File: src/include/gpio_mux_pkg.sv
// Purpose: Shared constants for the pin mux and general-purpose port block
// Assumes: Register indices are word indices; byte address is four times
// Notes:   All implemented bits reset to zero
package gpio_mux_pkg;
    // ==========================================================
    // Register map
    localparam int ADDR_W = 18;
    localparam int IDX_W = 16;
    localparam logic [15:0] IDX_MUX_A = 16'h7090;
    localparam logic [15:0] IDX_MUX_B = 16'h7092;
    localparam logic [15:0] IDX_PORT_A = 16'h7098;
    localparam logic [15:0] IDX_PORT_B = 16'h709A;
    localparam logic [15:0] IDX_PORT_C = 16'h709C;
    localparam logic [15:0] IDX_PORT_D = 16'h709E;
    localparam logic [15:0] IDX_WIN_LO = 16'h7090;
    localparam logic [15:0] IDX_WIN_HI = 16'h709F;
    localparam int IDX_LSB = 2;
    localparam int PSEL_LSB = 1;
    localparam int PSEL_HI = 2;
    localparam int PGRP_LSB = 3;
    // ==========================================================
    // Fields
    localparam int PORT_N = 4;
    localparam int PIN_N = 8;
    localparam int PIN_ALL = 32;
    localparam int DIR_LSB = 8;
    localparam int DIR_MSB = 15;
    localparam int DAT_MSB = 7;
    localparam int LANE_HI = 1;
    localparam logic [15:0] RST_VAL = 16'h0000;
    localparam logic [15:0] MASK_ALL = 16'hFFFF;
    localparam logic [15:0] MUX_B_MASK_FULL = 16'h03FF;
    localparam logic [15:0] MUX_B_MASK_RED = 16'h0303;
    localparam logic [15:0] PORT_D_MASK_RED = 16'h0303;
    localparam int FLAG_BIT = 0;
    localparam int BTEST_BIT = 1;
    localparam int SER_LO = 2;
    localparam int SER_HI = 7;
    localparam int CLKO_BIT = 8;
    localparam int IRQ2_BIT = 9;
    localparam int PORT_C = 2;
    localparam int PORT_D = 3;
    localparam logic [7:0] D_LOW_PINS = 8'h03;
    typedef logic [15:0] reg_word_type;
endpackage

File: src/include/port_slice_if.sv
// Purpose: Bundle between the register core and one eight-pin port slice
// Assumes: One clock domain
// Notes:   Core drives controls, slice drives registered pin signals
`timescale 1ns/100ps
interface port_slice_if;
    logic [7:0] dir;
    logic [7:0] dat;
    logic [7:0] sel;
    logic [7:0] bond;
    logic [7:0] fn_out;
    logic [7:0] fn_oe;
    logic [7:0] pin_lvl;
    logic [7:0] pin_out;
    logic [7:0] pin_oe;
    logic [7:0] fn_in;
    modport core (output dir, dat, sel, bond, fn_out, fn_oe, pin_lvl,
                  input pin_out, pin_oe, fn_in);
    modport slice (input dir, dat, sel, bond, fn_out, fn_oe, pin_lvl,
                   output pin_out, pin_oe, fn_in);
endinterface // port_slice_if

File: src/bit_sync.sv
// Purpose: Two-stage synchroniser for pin levels
// Assumes: Inputs are asynchronous to ref_clk
// Notes:   First stage feeds only the second stage
`timescale 1ns/100ps
module bit_sync #(
    parameter int W = 32
) (
    input wire logic ref_clk, // System clock
    input wire logic rst, // Async reset, active high
    input wire logic [W-1:0] d, // Raw pin levels
    output logic [W-1:0] q // Synchronised levels
);
    logic [W-1:0] meta_r;

    always_ff @(posedge ref_clk or posedge rst)
    begin
        if (rst)
        begin
            meta_r <= '0;
            q <= '0;
        end
        else
        begin
            meta_r <= d;
            q <= meta_r;
        end
    end
endmodule // bit_sync

File: src/port_slice.sv
// Purpose: Pin driver for one eight-pin port
// Assumes: Controls arrive from the register core on the same clock
// Notes:   Every output is a flop, so peripherals see one cycle of delay
`timescale 1ns/100ps
module port_slice (
    input wire logic ref_clk, // System clock
    input wire logic rst, // Async reset, active high
    port_slice_if.slice ps // Controls and pin signals
);
    logic [7:0] out_nxt;
    logic [7:0] oe_nxt;
    logic [7:0] in_nxt;

    // Peripheral or port register owns the driver; unbonded pins never drive but still feed fn_in
    assign out_nxt = ps.bond & ((ps.sel & ps.fn_out) | (~ps.sel & ps.dat));
    assign oe_nxt = ps.bond & ((ps.sel & ps.fn_oe) | (~ps.sel & ps.dir));
    assign in_nxt = ps.sel & ps.pin_lvl;

    always_ff @(posedge ref_clk or posedge rst)
    begin
        if (rst)
        begin
            ps.pin_out <= '0;
            ps.pin_oe <= '0;
            ps.fn_in <= '0;
        end
        else
        begin
            ps.pin_out <= out_nxt;
            ps.pin_oe <= oe_nxt;
            ps.fn_in <= in_nxt;
        end
    end
endmodule // port_slice

File: src/gpio_mux.sv
// Purpose: Pin multiplexer and four eight-bit general-purpose ports
// Assumes: APB slave on ref_clk; pins asynchronous
// Notes:   Pin bit 8*p+i is port p pin i; FULL selects the larger layout
//
// How it works
// - mux A bit one selects peripheral function
// - mux A bits 0-7 route port A
// - mux A bits 8-15 route port B
// - mux B 0,1,8 set select port pins
// - mux B bit 9 set selects interrupt two
// - reduced layout: mux B 2-7 reserved
// - direction bits 15-8 make pins outputs
// - input pin data bit reads pin level
// - output pin driven from written data
// - reset clears every implemented bit
// - reduced port D has bits 9-8, 1-0
// - unbonded port D bits stay plain storage in the full layout
// - port registers at consecutive even indices
// - variant fixes mux B and D layout
// - data bits read synced pin on bonded pins, stored data on unbonded
// - window 7090h-709Fh, mux A at base
`timescale 1ns/100ps
module gpio_mux #(
    parameter bit FULL = 1'b1, // Larger layout with serial and fieldbus
    parameter bit D_BONDED = 1'b1 // Port D pins 7-2 reach the board
) (
    input wire logic ref_clk, // System clock, 250 MHz
    input wire logic rst, // Async reset, active high
    input wire logic psel, // APB select
    input wire logic penable, // APB enable
    input wire logic pwrite, // APB direction
    input wire logic [gpio_mux_pkg::ADDR_W-1:0] paddr, // APB byte address
    input wire logic [31:0] pwdata, // APB write data
    input wire logic [3:0] pstrb, // APB byte strobes
    output logic [31:0] prdata, // APB read data
    output logic pready, // APB ready
    output logic pslverr, // APB error, outside window
    input wire logic [31:0] pin_in, // Board pin levels
    output logic [31:0] pin_out, // Board pin drive value
    output logic [31:0] pin_oe, // Board pin drive enable
    input wire logic [31:0] fn_out, // Peripheral output values
    input wire logic [31:0] fn_oe, // Peripheral output enables
    output logic [31:0] fn_in // Pin levels to routed peripherals
);
    // ==========================================================
    // Register state
    logic [15:0] mux_a_r;
    logic [15:0] mux_b_r;
    logic [15:0] port_r [gpio_mux_pkg::PORT_N];
    logic [31:0] pin_s;
    logic [31:0] sel;
    logic [31:0] bond;
    logic [31:0] pin_rd;
    logic [15:0] mux_b_mask;
    logic [15:0] port_d_mask;
    logic [15:0] idx;
    logic [15:0] lanes;
    logic [15:0] rd_word;
    logic [15:0] port_rd;
    logic [1:0] psel_idx;
    logic setup;
    logic access;
    logic in_win;
    logic hit_a;
    logic hit_b;
    logic hit_port;

    bit_sync #(.W(gpio_mux_pkg::PIN_ALL)) u_sync (
        .ref_clk(ref_clk),
        .rst(rst),
        .d(pin_in),
        .q(pin_s)
    );

    // ==========================================================
    // Helpers
    function automatic logic [15:0] merge(input logic [15:0] old,
        input logic [15:0] wd, input logic [15:0] m);
        merge = (old & ~m) | (wd & m);
    endfunction

    function automatic logic [15:0] port_mask(input int p);
        if (p == gpio_mux_pkg::PORT_D && !FULL)
            port_mask = gpio_mux_pkg::PORT_D_MASK_RED;
        else
            port_mask = gpio_mux_pkg::MASK_ALL;
    endfunction

    // ==========================================================
    // Variant layout
    // fixed per variant
    assign mux_b_mask = FULL ? gpio_mux_pkg::MUX_B_MASK_FULL
                             : gpio_mux_pkg::MUX_B_MASK_RED;
    assign port_d_mask = port_mask(gpio_mux_pkg::PORT_D);

    // ==========================================================
    // Pin routing, one means peripheral
    // mux A one selects peripheral
    assign sel[15:0] = mux_a_r;
    assign sel[16 + gpio_mux_pkg::FLAG_BIT] =
        ~mux_b_r[gpio_mux_pkg::FLAG_BIT];
    assign sel[16 + gpio_mux_pkg::BTEST_BIT] =
        ~mux_b_r[gpio_mux_pkg::BTEST_BIT];
    assign sel[16 + gpio_mux_pkg::SER_HI:16 + gpio_mux_pkg::SER_LO] =
        mux_b_r[gpio_mux_pkg::SER_HI:gpio_mux_pkg::SER_LO];
    assign sel[24] = ~mux_b_r[gpio_mux_pkg::CLKO_BIT];
    assign sel[25] = mux_b_r[gpio_mux_pkg::IRQ2_BIT];
    assign sel[31:26] = '0;

    assign bond[23:0] = '1;
    assign bond[31:24] = D_BONDED ? 8'hFF : gpio_mux_pkg::D_LOW_PINS;

    // ==========================================================
    // Port slices
    genvar g;
    generate
        for (g = 0; g < gpio_mux_pkg::PORT_N; g++)
        begin : g_port
            port_slice_if ps ();
            assign ps.dir = port_r[g][gpio_mux_pkg::DIR_MSB:
                                      gpio_mux_pkg::DIR_LSB];
            assign ps.dat = port_r[g][gpio_mux_pkg::DAT_MSB:0];
            assign ps.sel = sel[g*8 +: 8];
            assign ps.bond = bond[g*8 +: 8];
            assign ps.fn_out = fn_out[g*8 +: 8];
            assign ps.fn_oe = fn_oe[g*8 +: 8];
            assign ps.pin_lvl = pin_s[g*8 +: 8];
            assign pin_out[g*8 +: 8] = ps.pin_out;
            assign pin_oe[g*8 +: 8] = ps.pin_oe;
            assign fn_in[g*8 +: 8] = ps.fn_in;
            assign pin_rd[g*8 +: 8] = (bond[g*8 +: 8] & pin_s[g*8 +: 8])
                | (~bond[g*8 +: 8] & port_r[g][gpio_mux_pkg::DAT_MSB:0]);
            port_slice u_slice (
                .ref_clk(ref_clk),
                .rst(rst),
                .ps(ps.slice)
            );
        end
    endgenerate

    // ==========================================================
    // APB decode
    assign setup = psel & ~penable;
    assign access = psel & penable & pready;
    assign idx = paddr[gpio_mux_pkg::ADDR_W-1:gpio_mux_pkg::IDX_LSB];
    assign in_win = (idx >= gpio_mux_pkg::IDX_WIN_LO)
                 && (idx <= gpio_mux_pkg::IDX_WIN_HI);
    assign hit_a = idx == gpio_mux_pkg::IDX_MUX_A;
    assign hit_b = idx == gpio_mux_pkg::IDX_MUX_B;
    assign hit_port = (idx[15:gpio_mux_pkg::PGRP_LSB]
                       == gpio_mux_pkg::IDX_PORT_A[15:gpio_mux_pkg::PGRP_LSB])
                   && !idx[0];
    assign psel_idx = idx[gpio_mux_pkg::PSEL_HI:gpio_mux_pkg::PSEL_LSB];
    assign lanes = {{8{pstrb[gpio_mux_pkg::LANE_HI]}}, {8{pstrb[0]}}};

    assign port_rd = {port_r[psel_idx][gpio_mux_pkg::DIR_MSB:
                                       gpio_mux_pkg::DIR_LSB],
                      pin_rd[{psel_idx, 3'h0} +: 8]};
    assign rd_word = hit_a ? mux_a_r
                   : hit_b ? mux_b_r
                   : hit_port ? port_rd
                   : gpio_mux_pkg::RST_VAL;

    // ==========================================================
    // APB answer: one access cycle, no wait states
    always_ff @(posedge ref_clk or posedge rst)
    begin
        if (rst)
        begin
            pready <= 1'b0;
            pslverr <= 1'b0;
            prdata <= '0;
        end
        else
        begin
            pready <= setup;
            pslverr <= setup & ~in_win;
            prdata <= (setup & ~pwrite) ? {16'h0000, rd_word} : '0;
        end
    end

    // ==========================================================
    // Register writes
    // everything resets to zero
    always_ff @(posedge ref_clk or posedge rst)
    begin
        if (rst)
        begin
            mux_a_r <= gpio_mux_pkg::RST_VAL;
            mux_b_r <= gpio_mux_pkg::RST_VAL;
            for (int p = 0; p < gpio_mux_pkg::PORT_N; p++)
                port_r[p] <= gpio_mux_pkg::RST_VAL;
        end
        else if (access & pwrite)
        begin
            if (hit_a)
                mux_a_r <= merge(mux_a_r, pwdata[15:0], lanes);
            if (hit_b)
                mux_b_r <= merge(mux_b_r, pwdata[15:0], lanes & mux_b_mask);
            for (int p = 0; p < gpio_mux_pkg::PORT_N; p++)
                if (hit_port && psel_idx == 2'(p))
                    port_r[p] <= merge(port_r[p], pwdata[15:0],
                                       lanes & port_mask(p));
        end
    end

    // ==========================================================
    // Checks
    rst_clear_a:
    assert property (@(posedge ref_clk) disable iff (rst)
        $past(rst) |-> mux_a_r == '0 && mux_b_r == '0 && port_r[0] == '0)
    else $error("register not cleared by reset");

    reserved_zero_a:
    assert property (@(posedge ref_clk) disable iff (rst)
        (mux_b_r & ~mux_b_mask) == '0 && (port_r[3] & ~port_d_mask) == '0)
    else $error("reserved bit holds a one");

    apb_answer_a:
    assert property (@(posedge ref_clk) disable iff (rst)
        setup |=> pready ##1 !pready)
    else $error("APB answer not one cycle after setup");

    win_error_a:
    assert property (@(posedge ref_clk) disable iff (rst)
        setup && !in_win |=> pslverr && prdata == '0)
    else $error("outside window not flagged");

    port_write_a:
    assert property (@(posedge ref_clk) disable iff (rst)
        access && pwrite && idx == gpio_mux_pkg::IDX_PORT_B
        && pstrb[1:0] == 2'h3 |=> port_r[1] == $past(pwdata[15:0]))
    else $error("port B write lost");

    sync_delay_a:
    assert property (@(posedge ref_clk) disable iff (rst)
        !$past(rst) && !$past(rst, 2) |-> pin_s == $past(pin_in, 2))
    else $error("pin sync delay wrong");

    pin_read_a:
    assert property (@(posedge ref_clk) disable iff (rst)
        setup && !pwrite && idx == gpio_mux_pkg::IDX_PORT_A
        |=> prdata[7:0] == $past(pin_s[7:0]))
    else $error("port A read does not show pin");

    periph_route_a:
    assert property (@(posedge ref_clk) disable iff (rst)
        $past(mux_a_r[0]) && !$past(rst)
        |-> pin_out[0] == $past(fn_out[0]) && pin_oe[0] == $past(fn_oe[0]))
    else $error("peripheral not routed to pin A0");

    gpio_drive_a:
    assert property (@(posedge ref_clk) disable iff (rst)
        !$past(mux_a_r[8]) && !$past(rst)
        |-> pin_oe[8] == $past(port_r[1][8]) && pin_out[8] == $past(port_r[1][0]))
    else $error("port B pin 0 not driven from register");

    clk_out_a:
    assert property (@(posedge ref_clk) disable iff (rst)
        !$past(mux_b_r[8]) && !$past(rst) |-> pin_out[24] == $past(fn_out[24]))
    else $error("clock output not routed to port D pin 0");
endmodule // gpio_mux

File: config.mk
export PLATFORM = sky130hd
export DESIGN_NAME = gpio_mux
export DESIGN_NICKNAME = d
export VERILOG_FILES = /design/src/include/gpio_mux_pkg.sv /design/src/include/port_slice_if.sv /design/src/bit_sync.sv /design/src/port_slice.sv /design/src/gpio_mux.sv
export SDC_FILE = /design/constraint.sdc
export NUM_CORES = 1
export LEC_CHECK = 0
export BUFFER_PORTS_ARGS = -buffer_cell sky130_fd_sc_hd__buf_2
export CAP_MARGIN = 20
export CORE_MARGIN = 2
export CORE_UTILIZATION = 45
export CTS_CLUSTER_DIAMETER = 40
export CTS_CLUSTER_SIZE = 40
export DETAILED_ROUTE_END_ITERATION = 6
export HOLD_SLACK_MARGIN = 0.06
export PLACE_DENSITY_LB_ADDON = 0.25
export SKIP_LAST_GASP = 1
export SLEW_MARGIN = 20
export SYNTH_ARGS = -nofsm -noshare
export SYNTH_HDL_FRONTEND = slang
export SYNTH_SLANG_ARGS = --single-unit
File: constraint.sdc
create_clock -name ref_clk -period 9.7 [get_ports ref_clk]
set_input_delay 0.485 -clock ref_clk [delete_from_list [all_inputs] [get_ports ref_clk]]
set_output_delay 0.485 -clock ref_clk [all_outputs]
set_load 0.005 [all_outputs]
* After elaboration in Yosys (flattened, before gate mapping)
Index checks and enable logic that the tools add are counted.
W data, S select, Z words.
** Operators by class
- $lt $le $gt $ge :: 3
- Equality and inequality tests :: 6
- Shift-type cells :: 1
- Mux-type cells :: 15
- Bitwise gates (word level) :: 73
- Reduce and logical (&&, ||, !) cells :: 14
** Operators by type and width (count)
- $and A16 B16 Y16 :: 15
- $mux W16 :: 14
- $and A8 B8 Y8 :: 17
- $or A16 B16 Y16 :: 6
- $not A16 Y16 :: 5
- $or A8 B8 Y8 :: 8
- $bmux W16 S2 :: 1
- $eq A16 B15 Y1 const B :: 2
- $shiftx A32 B6 Y8 :: 1
- $and A2 B8 Y8 :: 3
- $not A8 Y8 :: 3
- $and A16 B10 Y16 :: 1
- $ge A16 B15 Y1 const B :: 1
- $le A16 B15 Y1 const B :: 1
- $not A10 Y16 :: 1
- $eq A13 B12 Y1 const B :: 1
- $reduce_and A2 Y1 :: 6
- $not A2 Y8 :: 1
- $and A1 B1 Y1 :: 6
- $logic_and A1 B1 Y1 :: 6
- $not A1 Y1 :: 6
- $eq A2 B2 Y1 const B :: 2
- $ge A3 B3 Y1 const B :: 1
- $not A2 Y3 :: 1
- other kinds (3) :: 3
** Word-level totals
- Flip-flop bits (word level) :: 274
- Input bits :: 155

* Depth between registers and ports, before layout
Gate-level depths: netlist of the first run.
- Word-level depth :: 9
- Depth in mapped cells :: 6

* By module
Synthesis of the first run repeated with hierarchy kept, for this count alone.
** Unflattened totals
- Cell total of the unflattened synthesis :: 674
- Area total of the unflattened synthesis :: 10233.6 µm²
** Modules (own cells, without submodules)
- gpio_mux :: instances 1, cells each 349, area each 4934.7 µm², sequential area each 2702.6 µm²
- port_slice :: instances 4, cells each 65, area each 923.4 µm², sequential area each 600.6 µm²
- bit_sync :: instances 1, cells each 65, area each 1605.3 µm², sequential area each 1601.5 µm²

* Worst setup path after synthesis of the first run
OpenSTA, ideal clock, no wires.
- Path kind :: input -> register
- Start point :: input paddr[10] (netlist name)
- End point :: register with a tool-made name
- Arrival :: 2.048 ns
- Required time :: 9.575 ns
- Setup slack :: 7.527 ns
- Cell stages on the path :: 6
- Buffers on the path :: 2
- Cell sequence :: or4_1 > buf_6 > nor4_4 > and2_1 > buf_4 > mux2_2
** RTL lines
- start: declaration :: RTL line gpio_mux.sv:32 : input wire logic [gpio_mux_pkg::ADDR_W-1:0] paddr,

==> out/results.ini, run 1 <==
[clocking]
cts.reportedPaths.clkPinSlew_ns=0.06
clock_latency_ns=0.51
clockBufferDepth=3
ctsResizeCount=0
cts_tree=yes
cts_hold_buffers=0
cts_sinks=262
post_cts_buffers=0
numCtsBuffers=35
cts_root_buf=clkbuf_16
cts_max_level=2

[placed_design]
routabilityCongestion=0.769
dpl.hpwl_um=16300
dp.cells=1088
portBuffers=230

[synthesis]
ys_warn_count=0
synth.area.top_cells=dfrtp_1 (68%), mux2_2 (16%), mux2i_1 (2.1%)
syn_avg_cell_area_um2=16.3
ys.flop_type=dfrtp_1
netlist.area_leader.share_pct=67.5
syn_area_mm2=0.00971
async_reset_ff_share_pct=100
synthCells=595
yosysUniqueCellTypes=39
ys_ff_latch=262
synth_edf_count=0
synth-seq-area-share_pct=67.5
yosysTopAreaCell=dfrtp_1

[detailed_routing]
finalWirelength_um=24200
avgViaCountPerCell=5.11
firstDrtPassIters=4
drtIter0Drc=343
wl_per_cell_um=21.0
ant_nets=0
via_count=5879
drc=0

[cells_and_area]
stdcell_count=1151
layout_common_cells=dfrtp_1 (262), buf_2 (230), mux2_2 (142)
num-nets-final=1005
area_growth_pct=25.9
final_common_cell=dfrtp_1
drive_above_1_share_pct=52.6
post-route-util_pct=58.0

[worst_setup_path]
cp_slowest_stage_delay_ns=0.91
worst_setup_path_end_kind=flip-flop
path_class=in2reg
worstPathMaxFanout=12
startpoint_type=primary input
path_delay_family=simple AND/OR/NAND/NOR gates
startpoint=paddr[10]
rr_startpoint=pready
worst_ep_required_time_ns=10.07
cp_slowest_cell=nor4_4
critPathArrivalTime_ns=3.34
path_buf_inv=1
path_cells=buf_2 -> or4_1 -> nor4_4 -> and2_1 -> mux2_2

[timing]
maxSlewViolCount=0
max_freq_mhz=336
grt_setup_unrepaired=no
setup_viol=0
hold_viol=0
max_slew_margin_pct=29.3
fin_crit_sh_pct=30.6
fin_skew_ns=0.0213
period_minus_slack_ns=2.97
tightest_slew_ns=1.05
finalSetupTns_ns=0

[floorplanning]
die_w_um=151
rows=53
floorplan.initialDensity_pct=46.0
dieArea_mm2=0.0228
core_mm2=0.0211
io-pin-count=285
die_h_um=151

[flow_run]
maxCapViolCount=0

[global_route]
grtUsageTotal_pct=21.6
grt_util_met1_pct=29.5
grt_pass1_vias=6053
grt_overflow=0
antenna_found_initial=4
grt_pass1_wl_um=35800
grt_max_degree=115
top_usage_layer=met2
grtUsageMet3_pct=5.84
grtUsageMet2_pct=33.8

[pwr]
power-per-cell-area_mw_per_mm2=201
worst_ir_drop_vdd_mv=0.143
p_leak_nw=6.39

[min_path]
min_path_type=in2reg
hp-start=pin_in[19]

[run_status]
status=complete, no violations

[kinds of logic (layout without fill, tap and decap cells)]
| group | Yosys count | after routing | share of synthesized area, % |
|---|---|---|---|
| other cells | 1 | 24 | 0.0386 |
| mux | 168 | 168 | 19.9 |
| flops | 262 | 262 | 67.5 |
| simple gates | 77 | 77 | 6.34 |
| buf+inv | 50 | 308 | 3.18 |
| compound gates | 37 | 37 | 2.99 |
[path summary, 6_finish.rpt]
check	slack (ns)	cells past startpoint	to
min in group asynchronous	0.16	2	u_sync.meta_r[16]
worst max-delay path	6.73	5	flip-flop
worst max register to register	7.30	4	flip-flop
worst min-delay path	0.08	1	u_sync.meta_r[19]
worst min register to register	0.34	0	u_sync.q[5]
max in group asynchronous	8.11	3	prdata[8]
[layer usage]
layer	routed length, µm	vias up
li1	-	2620
met4	639	2
met1	10500	2962
met2	11100	243
met3	1950	52
met5	14	-
[cells in the mapped netlist (3+ instances only)]
master / instances
mux2i_1: 20
buf_2: 3
a211oi_1: 10
a21oi_1: 6
nor4_4: 4
and2_1: 25
dfrtp_1: 262
mux4_2: 6
nor2b_1: 4
nor3_2: 4
clkbuf_1: 5
mux2_2: 142
nand2b_1: 3
nand3_1: 13
and4_1: 3
nand4_1: 3
inv_1: 13
buf_4: 24
o221ai_1: 10
a32oi_1: 10
[final cells by class]
type / count / area [µm²]
Inverter: 13 / 56.3
Tap cell: 275 / 344
Sequential cell: 262 / 6560
Fill cell: 1703 / 8860
Antenna cell: 2 / 5.00
Clock buffer: 39 / 901
Multi-Input combinational cell: 304 / 2930
Timing Repair Buffer: 234 / 1180
Clock inverter: 22 / 249
[power breakdown]
part           total [mW]  internal (mW)  switching, mW
Clock                1.25          0.766          0.486
Combinational      0.0848         0.0294         0.0554
Sequential           1.11           1.11        0.00502
Total                2.45           1.90          0.547
[stage by stage]
step | power [mW] | setup slack [ns] | cell area [µm²] | hold slack, ns
2_1_floorplan | 1.18 | 2.00 | 9790 | 0.331
3_3_place_gp | 1.22 | 6.28 | 11100 | 0.332
3_5_place_dp | 1.22 | 6.32 | 11100 | 0.335
4_1_cts | 2.48 | 6.84 | 12200 | 0.0612
5_1_grt | 2.54 | 6.69 | 12200 | 0.0648
6_report | 2.45 | 6.73 | 12200 | 0.0846
(Power assumes the default switching activity.)
==> run 2: changes to the inputs <==
==> constraint.sdc (replaced) <==
create_clock -name ref_clk -period 2.5 [get_ports ref_clk]
set_input_delay 0.125 -clock ref_clk [delete_from_list [all_inputs] [get_ports ref_clk]]
set_output_delay 0.125 -clock ref_clk [all_outputs]
set_load 0.005 [all_outputs]
==> run 2 against run 1 <==
- utilization grew 5.9 points
- highest routed layer is now met4
- sequential share of layout area shrank 5.0 points
- critical path depth unchanged
- largest cell class unchanged
- routed wire length increased by 6.1%
- global-route usage increased by 1.4 points
- first-iteration DRC count fell by 13%
- clock-buffer cell count increased by 3
- sequential power rose to 3.9 times the previous value
- cell count is 11% higher
- via count grew 7.5%
- register-to-register slack got worse by 6.8 ns
==> out/results.ini, run 2 (synthesized netlist as in run 1, its figures left out) <==
[run_status]
status=complete, no violations

[placed_design]
dpl-instance-area_mm2=0.0113  ; +1.9%
dpl.hpwl_um=17500  ; +7.6%
portBuffers=230  ; unchanged
dp.cells=1110  ; +2.0%
routabilityCongestion=0.807  ; +5.0%

[worst_setup_path]
worst_ep_required_time_ns=2.86  ; -7.21 ns
path_buf_inv=1  ; unchanged
cp_slowest_stage_delay_ns=0.36  ; -0.55 ns
startpoint=pready
cp_slowest_cell=mux2_2
worst_setup_path_end_kind=flip-flop
path_cells=and4_1 -> nand4_1 -> nor4_4 -> buf_4 -> mux2_2
startpoint_type=flip-flop
worstPathMaxFanout=8  ; -4
path_delay_family=simple AND/OR/NAND/NOR gates
r2r_cells=5  ; +1
critPathArrivalTime_ns=2.33  ; -1.01 ns
path_class=reg2reg
rr_startpoint=pready
crit_cells=5  ; unchanged
r2r_slack_ns=0.53  ; -6.77 ns

[clocking]
cts_tree=yes
clockBufferDepth=3  ; unchanged
post_cts_buffers=0  ; unchanged
cts_root_buf=clkbuf_16
cts_max_level=2  ; unchanged
numCtsBuffers=34  ; -2.9%
cts_sinks=262  ; unchanged
cts_hold_buffers=103  ; +103
ctsResizeCount=0  ; unchanged
cts.reportedPaths.clkPinSlew_ns=0.06  ; about the same
clock_latency_ns=0.50  ; about the same

[timing]
tightest_slew_ns=0.836  ; -0.218 ns
fin_crit_sh_pct=78.8
setup_viol=0  ; unchanged
hold_ws_ns=0.120  ; +0.0353 ns
period_minus_slack_ns=1.97
max_freq_mhz=508
maxSlewViolCount=0  ; unchanged
grt_setup_unrepaired=no
fin_skew_ns=0.0220  ; +0.000698 ns
hold_viol=0  ; unchanged
finalSetupTns_ns=0  ; unchanged
max_slew_margin_pct=44.3  ; +15 points

[global_route]
grt_pass1_wl_um=38400  ; +7.4%
grt_overflow=0  ; unchanged
grt_pass1_vias=6760  ; +12%
grtUsageTotal_pct=23.0  ; +1.4 points
grt_max_degree=63  ; -45%
antenna_found_initial=0  ; -4

[pwr]
p_leak_nw=6.94  ; +8.7%
power-per-cell-area_mw_per_mm2=721  ; +260%
worst_ir_drop_vdd_mv=0.561  ; +290%
power.total_mw=9.71  ; +300%

[cells_and_area]
n_antenna_cell=0  ; -2
num-nets-final=1129  ; +12%
stdcell_count=1274  ; +11%
area_growth_pct=38.7
layout_common_cells=dfrtp_1 (262), buf_2 (230), mux2_2 (142)
drive_above_1_share_pct=48.3  ; -4.3 points
final_common_cell=dfrtp_1
design_area_mm2=0.0135  ; +10%

[detailed_routing]
drc=0  ; unchanged
avgViaCountPerCell=4.96  ; -2.9%
via_count=6318  ; +7.5%
wl_per_cell_um=20.2  ; -4.1%
finalWirelength_um=25700  ; +6.1%
drtIter0Drc=298  ; -13%
firstDrtPassIters=4  ; unchanged
ant_nets=0  ; unchanged

[min_path]
min_path_type=in2reg

[floorplanning]
rows=53  ; unchanged
floorplan.initialDensity_pct=46.0  ; unchanged
dieArea_mm2=0.0228  ; unchanged
core_mm2=0.0211  ; unchanged
die_w_um=151  ; unchanged
die_h_um=151  ; unchanged
io-pin-count=285  ; unchanged

[flow_run]
maxCapViolCount=0  ; unchanged

## run 2: changes by cell type in the layout (fill, tap and decap cells not counted), sizes merged
cell	delta
buf	+22
clkbuf	+3
clkinv	-1
inv	-2
diode	-2
dlygate4sd3	+103
## run 2: layer usage
metal / global-route usage, % / vias to the layer above / share of wire (%)
met5: 0 / - / 0
met1: 30.5 / 3187 / 42
li1: - / 2862 / -
met3: 5.66 / 33 / 7.4
met2: 38.2 / 236 / 49
met4: 6.26 / 0 / 2.0
## run 2: worst min path at each step
stage	startpoint	endpoint	slack [ns]	cells past startpoint
6_report	paddr[2]	prdata[10]	0.12	4
2_1_floorplan	pin_in[0]	u_sync.meta_r[0]	0.16	0
4_1_cts	paddr[2]	prdata[10]	0.08	4
3_3_place_gp	pin_in[17]	u_sync.meta_r[17]	0.23	1
5_1_grt	paddr[2]	prdata[10]	0.13	4
3_5_place_dp	pin_in[6]	u_sync.meta_r[6]	0.23	1
## run 2: report_power, final
group          internal [mW]  switching [mW]  leakage [nW]
clock                   3.06            1.85         0.568
sequential              4.30          0.0199          3.49
combinational          0.238           0.245          2.88
## run 2: final cells by class
type | count | area (µm²)
clock buffers | 42 | 952
well taps | 275 | 344
fillers | 1568 | 7620
multi-input cells | 304 | 2930
clock inverters | 19 | 211
flip-flops and latches | 262 | 6560
repair buffers | 359 | 2430
inverters | 13 | 52.6
## run 2: worst register-to-register path, delay by kind of cell (launching register included)
family	cells	cell delay [ns]
buffers and inverters	1	0.28
AND/OR/NAND/NOR	3	0.84
flip-flops	1	0.35
multiplexers	1	0.37
## run 2: per-stage QoR
stage                     util [%]  setup slack [ns]
after global routing          63.9             0.493
after detailed placement      53.5             0.217
after global placement        53.5             0.237
final                         63.9             0.531
after CTS                     63.9             0.543
after floorplan                  -             -1.08
